[src/include/pwm_enc_pkg.sv]
// shared constants and types of the level-to-pwm encoder
package pwm_enc_pkg;
    // ------------------------------------------------------------
    // widths
    // ------------------------------------------------------------
    localparam int COUNT_W = 7;
    localparam int TB_W = 2;
    localparam int DIV_W = 10;
    localparam int CFG_W = 16;
    localparam int APB_ADDR_W = 12;
    localparam int APB_DATA_W = 32;
    localparam int CTRL_W = 4;
    localparam int STAT_W = 4;

    // ------------------------------------------------------------
    // register indices and byte addresses (byte = index * 4)
    // ------------------------------------------------------------
    localparam logic [7:0] IDX_PIN2_HL = 8'h54;
    localparam logic [7:0] IDX_PIN3_LL = 8'h55;
    localparam logic [7:0] IDX_CTRL = 8'h60;
    localparam logic [7:0] IDX_PIN2_LL = 8'h61;
    localparam logic [7:0] IDX_PIN3_HL = 8'h62;
    localparam logic [7:0] IDX_STATUS = 8'h63;
    localparam logic [APB_ADDR_W-1:0] ADDR_PIN2_HL = {2'h0, IDX_PIN2_HL, 2'h0};
    localparam logic [APB_ADDR_W-1:0] ADDR_PIN3_LL = {2'h0, IDX_PIN3_LL, 2'h0};
    localparam logic [APB_ADDR_W-1:0] ADDR_CTRL = {2'h0, IDX_CTRL, 2'h0};
    localparam logic [APB_ADDR_W-1:0] ADDR_PIN2_LL = {2'h0, IDX_PIN2_LL, 2'h0};
    localparam logic [APB_ADDR_W-1:0] ADDR_PIN3_HL = {2'h0, IDX_PIN3_HL, 2'h0};
    localparam logic [APB_ADDR_W-1:0] ADDR_STATUS = {2'h0, IDX_STATUS, 2'h0};

    // ------------------------------------------------------------
    // field positions
    // ------------------------------------------------------------
    localparam int TB_MSB = 15;
    localparam int TB_LSB = 14;
    localparam int HC_MSB = 13;
    localparam int HC_LSB = 7;
    localparam int LC_MSB = 6;
    localparam int LC_LSB = 0;
    localparam int CTRL_P2_LEVEL = 0;
    localparam int CTRL_P3_LEVEL = 1;
    localparam int CTRL_P2_TB_MSB = 3;
    localparam int CTRL_P2_TB_LSB = 2;

    // ------------------------------------------------------------
    // reset values and writable masks
    // ------------------------------------------------------------
    localparam logic [CFG_W-1:0] RST_HIGH_LEVEL = 16'h3F80;
    localparam logic [CFG_W-1:0] RST_LOW_LEVEL = 16'h007F;
    localparam logic [CTRL_W-1:0] RST_CTRL = 4'h0;
    localparam logic [CFG_W-1:0] WMASK_HL = 16'h3FFF;
    localparam logic [CFG_W-1:0] WMASK_LL = 16'hFFFF;
    localparam logic [CFG_W-1:0] WMASK_CTRL = 16'h000F;
    localparam logic [COUNT_W-1:0] COUNT_ZERO = 7'h00;

    // ------------------------------------------------------------
    // time base: master clock periods per code
    // ------------------------------------------------------------
    localparam logic [TB_W-1:0] TB_SEL_16 = 2'h0;
    localparam logic [TB_W-1:0] TB_SEL_64 = 2'h1;
    localparam logic [TB_W-1:0] TB_SEL_256 = 2'h2;
    localparam logic [TB_W-1:0] TB_SEL_1024 = 2'h3;
    localparam int TB_CYC_16 = 16;
    localparam int TB_CYC_64 = 64;
    localparam int TB_CYC_256 = 256;
    localparam int TB_CYC_1024 = 1024;

    typedef enum logic [2:0] {
        PH_STATIC = 3'b001,
        PH_HIGH = 3'b010,
        PH_LOW = 3'b100
    } phase_e;

    // mask whose all-ones pattern marks the last clock of one time base unit
    function automatic logic [DIV_W-1:0] tb_mask(input logic [TB_W-1:0] sel);
        case (sel)
            TB_SEL_16: return DIV_W'(TB_CYC_16 - 1);
            TB_SEL_64: return DIV_W'(TB_CYC_64 - 1);
            TB_SEL_256: return DIV_W'(TB_CYC_256 - 1);
            default: return DIV_W'(TB_CYC_1024 - 1);
        endcase
    endfunction
endpackage

[src/include/pwm_pair_if.sv]
// carrier between the register block and one waveform generator
interface pwm_pair_if;
    import pwm_enc_pkg::*;
    logic restart;
    logic [TB_W-1:0] time_base;
    logic [COUNT_W-1:0] high_count;
    logic [COUNT_W-1:0] low_count;
    logic wave;
    logic is_static;
    modport ctl(output restart, time_base, high_count, low_count, input wave, is_static);
    modport gen(input restart, time_base, high_count, low_count, output wave, is_static);
endinterface
[src/design/pwm_level_encoder.sv]
// pwm level encoder for two output pins with an apb register slave
module pwm_level_encoder
    import pwm_enc_pkg::*;
(
    input wire logic clock, // master clock, 125 mhz
    input wire logic rst, // async reset, active high
    input wire logic psel, // apb select
    input wire logic penable, // apb access phase
    input wire logic pwrite, // apb direction, high for write
    input wire logic [APB_ADDR_W-1:0] paddr, // apb byte address
    input wire logic [APB_DATA_W-1:0] pwdata, // apb write data
    input wire logic [3:0] pstrb, // apb byte strobes
    output logic pready, // apb ready
    output logic [APB_DATA_W-1:0] prdata, // apb read data
    output logic pslverr, // apb error
    output logic pin2_out, // pin2 encoded level
    output logic pin3_out // pin3 encoded level
);
    logic [CFG_W-1:0] pin2_high_level_pwm_config;
    logic [CFG_W-1:0] pin3_low_level_pwm_config;
    logic [CFG_W-1:0] pin2_low_level_pwm_config;
    logic [CFG_W-1:0] pin3_high_level_pwm_config;
    logic [CTRL_W-1:0] level_ctrl;
    logic [APB_DATA_W-1:0] rd_value;
    logic rd_hit;
    logic wr_en;
    logic pin2_level;
    logic pin3_level;
    logic [TB_W-1:0] pin2_time_base_select;
    logic [TB_W-1:0] pin3_time_base_select;
    logic restart2;
    logic restart3;

    pwm_pair_if ch2();
    pwm_pair_if ch3();

    // merge of the two low byte lanes under strobe and writable mask
    function automatic logic [CFG_W-1:0] merge(input logic [CFG_W-1:0] old,
                                               input logic [APB_DATA_W-1:0] wd,
                                               input logic [3:0] strb,
                                               input logic [CFG_W-1:0] wmask);
        logic [CFG_W-1:0] m;
        m = {{8{strb[1]}}, {8{strb[0]}}} & wmask;
        return (old & ~m) | (wd[CFG_W-1:0] & m);
    endfunction

    // ------------------------------------------------------------
    // apb slave
    // ------------------------------------------------------------

    // a write lands only at the edge that completes the access phase
    assign wr_en = psel && penable && pready && pwrite;

    // read decode; unmapped addresses and status writes answer with an error
    always_comb begin
        rd_hit = 1'b1;
        rd_value = '0;
        case (paddr)
            ADDR_PIN2_HL: rd_value[CFG_W-1:0] = pin2_high_level_pwm_config;
            ADDR_PIN3_LL: rd_value[CFG_W-1:0] = pin3_low_level_pwm_config;
            ADDR_PIN2_LL: rd_value[CFG_W-1:0] = pin2_low_level_pwm_config;
            ADDR_PIN3_HL: rd_value[CFG_W-1:0] = pin3_high_level_pwm_config;
            ADDR_CTRL: rd_value[CTRL_W-1:0] = level_ctrl;
            ADDR_STATUS: begin
                rd_value[STAT_W-1:0] = {ch3.is_static, ch2.is_static, pin3_out, pin2_out};
                rd_hit = !pwrite;
            end
            default: rd_hit = 1'b0;
        endcase
    end

    // answer registered in setup, shown in the first access cycle: no wait states
    always_ff @(posedge clock or posedge rst) begin
        if (rst) begin
            pready <= 1'b0;
            prdata <= '0;
            pslverr <= 1'b0;
        end else begin
            pready <= psel && !penable && !pready;
            if (psel && !penable) begin
                prdata <= pwrite ? '0 : rd_value;
                pslverr <= !rd_hit;
            end
        end
    end

    // configuration registers; reserved bits are never stored so read zero
    always_ff @(posedge clock or posedge rst) begin
        if (rst) begin
            pin2_high_level_pwm_config <= RST_HIGH_LEVEL;
            pin3_low_level_pwm_config <= RST_LOW_LEVEL;
            pin2_low_level_pwm_config <= RST_LOW_LEVEL;
            pin3_high_level_pwm_config <= RST_HIGH_LEVEL;
        end else if (wr_en) begin
            case (paddr)
                ADDR_PIN2_HL: pin2_high_level_pwm_config <= merge(pin2_high_level_pwm_config,
                                                                  pwdata, pstrb, WMASK_HL);
                ADDR_PIN3_LL: pin3_low_level_pwm_config <= merge(pin3_low_level_pwm_config,
                                                                 pwdata, pstrb, WMASK_LL);
                ADDR_PIN2_LL: pin2_low_level_pwm_config <= merge(pin2_low_level_pwm_config,
                                                                 pwdata, pstrb, WMASK_LL);
                ADDR_PIN3_HL: pin3_high_level_pwm_config <= merge(pin3_high_level_pwm_config,
                                                                  pwdata, pstrb, WMASK_HL);
                default: ;
            endcase
        end
    end

    // level request and pin2 time base
    always_ff @(posedge clock or posedge rst) begin
        if (rst) begin
            level_ctrl <= RST_CTRL;
        end else if (wr_en && paddr == ADDR_CTRL) begin
            level_ctrl <= CTRL_W'(merge(CFG_W'(level_ctrl), pwdata, pstrb, WMASK_CTRL));
        end
    end

    // ------------------------------------------------------------
    // level to counter pair selection
    // ------------------------------------------------------------
    assign pin2_level = level_ctrl[CTRL_P2_LEVEL];
    assign pin3_level = level_ctrl[CTRL_P3_LEVEL];
    assign pin2_time_base_select = level_ctrl[CTRL_P2_TB_MSB:CTRL_P2_TB_LSB];
    assign pin3_time_base_select = pin3_low_level_pwm_config[TB_MSB:TB_LSB];

    // restart a pin's wave one cycle after anything it depends on is written,
    // which is the cycle the new value is visible; level changes go through ctrl
    always_ff @(posedge clock or posedge rst) begin
        if (rst) begin
            restart2 <= 1'b0;
            restart3 <= 1'b0;
        end else begin
            restart2 <= wr_en && (paddr == ADDR_PIN2_HL || paddr == ADDR_PIN2_LL
                                  || paddr == ADDR_CTRL);
            restart3 <= wr_en && (paddr == ADDR_PIN3_HL || paddr == ADDR_PIN3_LL
                                  || paddr == ADDR_CTRL);
        end
    end

    // pin2 pair: counts follow the requested level
    assign ch2.restart = restart2;
    assign ch2.time_base = pin2_time_base_select;
    assign ch2.high_count = pin2_level ? pin2_high_level_pwm_config[HC_MSB:HC_LSB]
                                       : pin2_low_level_pwm_config[HC_MSB:HC_LSB];
    assign ch2.low_count = pin2_level ? pin2_high_level_pwm_config[LC_MSB:LC_LSB]
                                      : pin2_low_level_pwm_config[LC_MSB:LC_LSB];

    // pin3 pair: one time base for both levels
    assign ch3.restart = restart3;
    assign ch3.time_base = pin3_time_base_select;
    assign ch3.high_count = pin3_level ? pin3_high_level_pwm_config[HC_MSB:HC_LSB]
                                       : pin3_low_level_pwm_config[HC_MSB:HC_LSB];
    assign ch3.low_count = pin3_level ? pin3_high_level_pwm_config[LC_MSB:LC_LSB]
                                      : pin3_low_level_pwm_config[LC_MSB:LC_LSB];

    // ------------------------------------------------------------
    // generators and pin outputs
    // ------------------------------------------------------------
    pwm_wave_gen u_gen2 (
        .clock(clock),
        .rst(rst),
        .pair(ch2.gen)
    );

    pwm_wave_gen u_gen3 (
        .clock(clock),
        .rst(rst),
        .pair(ch3.gen)
    );

    // registered pins: one cycle behind the generator, glitch free
    always_ff @(posedge clock or posedge rst) begin
        if (rst) begin
            pin2_out <= 1'b0;
            pin3_out <= 1'b0;
        end else begin
            pin2_out <= ch2.wave;
            pin3_out <= ch3.wave;
        end
    end

    // ------------------------------------------------------------
    // assertions
    // ------------------------------------------------------------
    a_hc_zero_low: assert property (@(posedge clock) disable iff (rst)
        ch2.high_count == COUNT_ZERO |=> !pin2_out)
        else $error("zero high count did not force low");
    a_lc_zero_high: assert property (@(posedge clock) disable iff (rst)
        (ch3.low_count == COUNT_ZERO && ch3.high_count != COUNT_ZERO) |=> pin3_out)
        else $error("zero low count did not force high");
    a_both_zero_low: assert property (@(posedge clock) disable iff (rst)
        (ch3.low_count == COUNT_ZERO && ch3.high_count == COUNT_ZERO) |=> !pin3_out)
        else $error("both zero counts not low");
    a_level_restart: assert property (@(posedge clock) disable iff (rst)
        $changed(pin2_level) |-> restart2 && restart3)
        else $error("level change without restart");
    a_reserved_zero: assert property (@(posedge clock) disable iff (rst)
        (psel && !penable && !pwrite && paddr == ADDR_PIN2_HL)
        |=> prdata[TB_MSB:TB_LSB] == 2'h0 && (prdata[HC_MSB:HC_LSB] == ch2.high_count
            || !pin2_level))
        else $error("reserved bits not zero");
    a_reset_values: assert property (@(posedge clock) disable iff (rst)
        $past(rst) |-> pin2_high_level_pwm_config == RST_HIGH_LEVEL
            && pin3_low_level_pwm_config == RST_LOW_LEVEL)
        else $error("reset value wrong");
    a_tb_shared: assert property (@(posedge clock) disable iff (rst)
        pin3_level |-> ch3.time_base == pin3_low_level_pwm_config[TB_MSB:TB_LSB])
        else $error("pin3 time base not shared");
    c_pin2_rise: cover property (@(posedge clock) disable iff (rst) $rose(pin2_out));
    c_pin3_rise: cover property (@(posedge clock) disable iff (rst) $rose(pin3_out));
    c_level_switch: cover property (@(posedge clock) disable iff (rst) $changed(pin2_level));
endmodule

[src/design/pwm_wave_gen.sv]
// one pwm waveform generator with its own time base divider
module pwm_wave_gen
    import pwm_enc_pkg::*;
(
    input wire logic clock, // master clock
    input wire logic rst, // async reset, active high
    pwm_pair_if.gen pair // counts in, waveform out
);
    logic hc_zero;
    logic lc_zero;
    logic is_static;
    logic tick;
    logic [DIV_W-1:0] div;
    logic [DIV_W-1:0] mask;
    logic [COUNT_W-1:0] cnt;
    phase_e state;

    // ------------------------------------------------------------
    // static decode
    // ------------------------------------------------------------
    assign hc_zero = (pair.high_count == COUNT_ZERO);
    assign lc_zero = (pair.low_count == COUNT_ZERO);
    assign is_static = hc_zero || lc_zero;
    assign mask = tb_mask(pair.time_base);
    assign tick = ((div & mask) == mask);

    // time base divider, held at zero so every phase starts on a whole unit
    always_ff @(posedge clock or posedge rst) begin
        if (rst) begin
            div <= '0;
        end else if (pair.restart || is_static || state == PH_STATIC) begin
            div <= '0;
        end else begin
            div <= div + DIV_W'(1);
        end
    end

    // phase machine counting time base units
    always_ff @(posedge clock or posedge rst) begin
        if (rst) begin
            state <= PH_STATIC;
            cnt <= '0;
        end else if (is_static) begin
            state <= PH_STATIC;
            cnt <= '0;
        end else if (pair.restart || state == PH_STATIC) begin
            state <= PH_HIGH;
            cnt <= '0;
        end else if (tick) begin
            case (state)
                PH_HIGH: begin
                    if (cnt == pair.high_count - COUNT_W'(1)) begin
                        state <= PH_LOW;
                        cnt <= '0;
                    end else begin
                        cnt <= cnt + COUNT_W'(1);
                    end
                end
                PH_LOW: begin
                    if (cnt == pair.low_count - COUNT_W'(1)) begin
                        state <= PH_HIGH;
                        cnt <= '0;
                    end else begin
                        cnt <= cnt + COUNT_W'(1);
                    end
                end
                default: begin
                    state <= PH_HIGH;
                    cnt <= '0;
                end
            endcase
        end
    end

    // both-zero falls to low since hc_zero wins
    assign pair.wave = is_static ? (!hc_zero && lc_zero) : (state == PH_HIGH);
    assign pair.is_static = is_static;

    // ------------------------------------------------------------
    // assertions
    // ------------------------------------------------------------
    a_high_time: assert property (@(posedge clock) disable iff (rst || pair.restart || is_static)
        (state == PH_HIGH && $past(state) != PH_HIGH && pair.high_count == 7'h02
            && pair.time_base == TB_SEL_16)
        |-> ##31 state == PH_HIGH ##1 state == PH_LOW)
        else $error("high phase length wrong");
    a_low_time: assert property (@(posedge clock) disable iff (rst || pair.restart || is_static)
        (state == PH_LOW && $past(state) == PH_HIGH && pair.low_count == 7'h02
            && pair.time_base == TB_SEL_16)
        |-> ##31 state == PH_LOW ##1 state == PH_HIGH)
        else $error("low phase length wrong");
    a_period_sum: assert property (@(posedge clock) disable iff (rst || pair.restart || is_static)
        (state == PH_HIGH && $past(state) == PH_LOW && pair.high_count == 7'h01
            && pair.low_count == 7'h03 && pair.time_base == TB_SEL_16)
        |-> ##64 (state == PH_HIGH && $past(state) == PH_LOW))
        else $error("pwm period wrong");
    a_tick_spacing: assert property (@(posedge clock) disable iff (rst || pair.restart || is_static)
        (tick && pair.time_base == TB_SEL_64) |=> !tick [*8])
        else $error("time base tick too early");
    c_full_cycle: cover property (@(posedge clock) disable iff (rst)
        state == PH_HIGH ##1 state == PH_LOW);
endmodule

[config.mk]
export PLATFORM = sky130hd
export DESIGN_NAME = pwm_level_encoder
export DESIGN_NICKNAME = d
export VERILOG_FILES = /design/src/include/pwm_enc_pkg.sv /design/src/include/pwm_pair_if.sv /design/src/design/pwm_level_encoder.sv /design/src/design/pwm_wave_gen.sv
export SDC_FILE = /design/constraint.sdc
export NUM_CORES = 1
export LEC_CHECK = 0
export BUFFER_PORTS_ARGS = -buffer_cell sky130_fd_sc_hd__buf_4
export CELL_PAD_IN_SITES_DETAIL_PLACEMENT = 1
export CELL_PAD_IN_SITES_GLOBAL_PLACEMENT = 1
export CORE_MARGIN = 2
export CORE_UTILIZATION = 46
export CTS_CLUSTER_DIAMETER = 80
export DETAILED_ROUTE_END_ITERATION = 8
export PLACE_DENSITY = 0.91
export SLEW_MARGIN = 20
export SYNTH_ARGS = -nofsm -noshare
export SYNTH_HDL_FRONTEND = slang
export SYNTH_SLANG_ARGS = --single-unit
[constraint.sdc]
create_clock -name clock -period 5.3 [get_ports clock]
set_input_delay 0.53 -clock clock [delete_from_list [all_inputs] [get_ports clock]]
set_output_delay 0.53 -clock clock [all_outputs]
set_load 0.005 [all_outputs]
==> summary.txt <==
Run status
  – Status: finished, final reports clean

Placement
  – Dpl hpwl: 14900 µm
  – GPL Wtd Cong: 0.877
  – Buffers on Ports: 54
  – Place WS: 1.69 ns

Synthesis
  – Asr flop ratio synth: 100%
  – Sequential share of the synthesized area: 44.6%
  – Register bit total from synthesis: 126
  – Yosys cell types: 66
  – Post-Syn Instances: 686
  – Post-Syn Area: 7150 µm²
  – Syn avg cell area: 10.4 µm²
  – Post-synth EDFFs: 0
  – Most used DFF post-synth: dfrtp_1
  – Synthesis warning total: 0

GRT
  – GR Util All Layers: 28.8%
  – Largest net degree at the start of global routing: 75
  – First-pass GRT wire length: 36400 µm
  – Overflow after GRT: 0
  – Initial antenna violation count: 0
  – Vias in the first global route: 6498

Cells and area
  – Multi-input gate area: 3720 µm²
  – Layout cell share with drive strength beyond 1: around 27%
  – Most frequent cells in the layout: dfrtp_1 (95), mux2_2 (68), nor2_1 (60), buf_4 (60), nand2_1 (53)
  – Register area: between 3000 and 4000 µm²
  – Area growth, synth to finish: 15.4%
  – Commonest non-fill, non-tap cell in the layout: dfrtp_1
  – NumNets Final: 797
  – FILL cells: 1639
  – N_diodes: 0

Power and ir drop
  – Pwr Density: 274 nW/µm²
  – Comb power frac: under 10%
  – Leak: 3.47 nW
  – Peak supply drop: ~240 µV
  – Sw frac: 23.0%
  – Cell-internal power: 1.74 mW
  – Sequential power share: 42.8%
  – Power Total: 2.26 mW
  – Net Switching: just over 500 µW
  – Clock power frac: 54.2%

Timing
  – Rel. slew slack: 32.5%
  – Final setup skew: 0.0136 ns
  – RSZ-0062 raised after global routing: no
  – Final Max Slew Viols: 0
  – Crit share post-route: 66.5%
  – Final worst slack: 1.77 ns
  – Final hold violations: 0
  – F_max: 284 MHz
  – Worst-margin pin slew: 1.01 ns
  – Fin crit period: roughly 3.5 ns
  – Setup-failing EPs final: 0
  – Final TNS setup: 0 ns

Routing
  – Vias per inst: around 6.4
  – Pre-Repair DR Iteration Count: 6
  – WL/cell: 24.6 µm
  – Residual DRC count: 0
  – Vias: around 6.0k
  – Antenna viol nets, final: 0
  – Detailed router's first-iteration violation count: 589
  – Total wire length: 23000 µm

Clock tree
  – Clock Sinks: 126
  – Cts bufs inserted: 17
  – Clock latency on the worst-skew pair: 0.44 ns
  – Postcts setup bufs: 0
  – # resized after CTS: 0
  – CTS tree: built
  – Root Buffer: clkbuf_16
  – Clock slew at reported path FFs: roughly 0.060 ns
  – Deepest clock path buffer count: 2
  – CTS H-tree lvls: 4
  – CTS Hold Bufs: 0

Critical path
  – Crit path DAT: 3.88 ns
  – Crit Path Class: reg2reg
  – Setup crit end kind: flop
  – Crit start category: flop
  – Worst-path maximum fanout: 19
  – CP required: about 5.7 ns

Flow run
  – Max-cap violations: 0

Floorplan
  – Die Wd: approximately 130 µm
  – Starting density of the core: 47.0%
  – IO Pins: a little under 90
  – Rows: 45
  – Core area: 15200 µm²
  – Die Y: between 100 and 150 µm
  – Die area: around 17000 µm²

Min path
  – HP Class: in2async
power by group through the flow:
| stage | clock network [mW] | logic, mW | registers [mW] |
|---|---|---|---|
| 6_report | 1.22 | 0.0688 | 0.966 |
| 5_1_grt | 1.27 | 0.0753 | 0.965 |
| 4_1_cts | 1.23 | 0.0691 | 0.966 |
| 3_5_place_dp | 0 | 0.0674 | 0.982 |
| 3_3_place_gp | 0 | 0.0635 | 0.982 |
| 2_1_floorplan | 0 | 0.0361 | 0.982 |
cell type report:
class	count	share of cell area [%]
Multi-Input combinational cell	519	45.1
Sequential cell	126	38.7
Timing Repair Buffer	60	5.46
Clock buffer	19	5.37
Tap cell	188	2.85
Clock inverter	13	2.02
Inverter	10	0.486
cell usage after synthesis, types with 7 or more instances:
master | count | area share (%)
clkbuf_1 | 18 | 0.95
dfstp_2 | 30 | 11
xor2_1 | 25 | 3.1
buf_4 | 18 | 1.9
xnor2_1 | 31 | 3.8
a31oi_1 | 7 | 0.61
nand2_1 | 53 | 2.8
mux2_2 | 68 | 11
a21oi_1 | 15 | 1.1
a22o_1 | 14 | 1.7
a222oi_1 | 11 | 1.5
ha_1 | 10 | 1.8
nor3_1 | 20 | 1.4
mux2i_1 | 29 | 4.1
inv_1 | 10 | 0.53
o21ai_0 | 25 | 1.8
nor2_1 | 60 | 3.2
a21o_1 | 7 | 0.74
nand4_1 | 9 | 0.79
nand3_1 | 19 | 1.3
nor3b_1 | 11 | 1.2
dfrtp_1 | 96 | 34
critical path: stages (launching register included):
cell and delay, ns:
dfrtp_1 0.77, buf_4 0.38, mux2i_1 0.46, ha_1 0.26
o211ai_1 0.18, nand2b_1 0.33, or3_1 0.51, nor2_1 0.18
nor3b_1 0.24, o2bb2ai_1 0.13
stage by stage:
| stage | instance area (µm²) | utilization, % | hold slack [ns] | instances |
|---|---|---|---|---|
| 3_5_place_dp | 7630 | 50.2 | 0.449 | 903 |
| 4_1_cts | 8240 | 54.2 | 0.333 | 935 |
| 5_1_grt | 8250 | 54.2 | 0.352 | 935 |
| 6_report | 8250 | 54.2 | 0.325 | 935 |
| 2_1_floorplan | 7200 | - | 0.420 | 701 |
| 3_3_place_gp | 7630 | 50.2 | 0.436 | 903 |
logic make-up after synthesis:
| family | synth area share, % |
|---|---|
| adder cells (fa/ha/maj) | 1.75 |
| XOR/XNOR | 6.86 |
| AO/OA/AOI/OAI | 11.8 |
| AND/OR/NAND/NOR | 15.8 |
| buffers and inverters | 4.36 |
| flip-flops | 44.6 |
| other | 0.0525 |
| multiplexers | 14.8 |
path summary, 6_finish.rpt:
path | slack (ns) | depth (start not counted) | end | start
worst max register to register | 1.77 | 9 | u_gen3.state[1] | flop
worst max-delay path | 1.77 | 9 | u_gen3.state[1] | flop
max in group asynchronous | 3.66 | 3 | async pin | rst
worst min register to register | 0.46 | 1 | pready | pready
min in group clock | 0.34 | 2 | flop | pwdata[14]
worst min-delay path | 0.32 | 2 | prdata[8] | rst
layer usage:
| metal | track usage (%) | part of all wire [%] | wire, µm | vias to the layer above |
|---|---|---|---|---|
| met5 | 0 | 0 | 0 | - |
| met4 | 14.6 | 4.3 | 990 | 0 |
| li1 | - | - | - | 2566 |
| met2 | 48.2 | 49 | 11300 | 298 |
| met3 | 5.95 | 6.3 | 1440 | 85 |
| met1 | 35.2 | 40 | 9240 | 3066 |
Note: power is estimated with default switching activity, not from simulation.
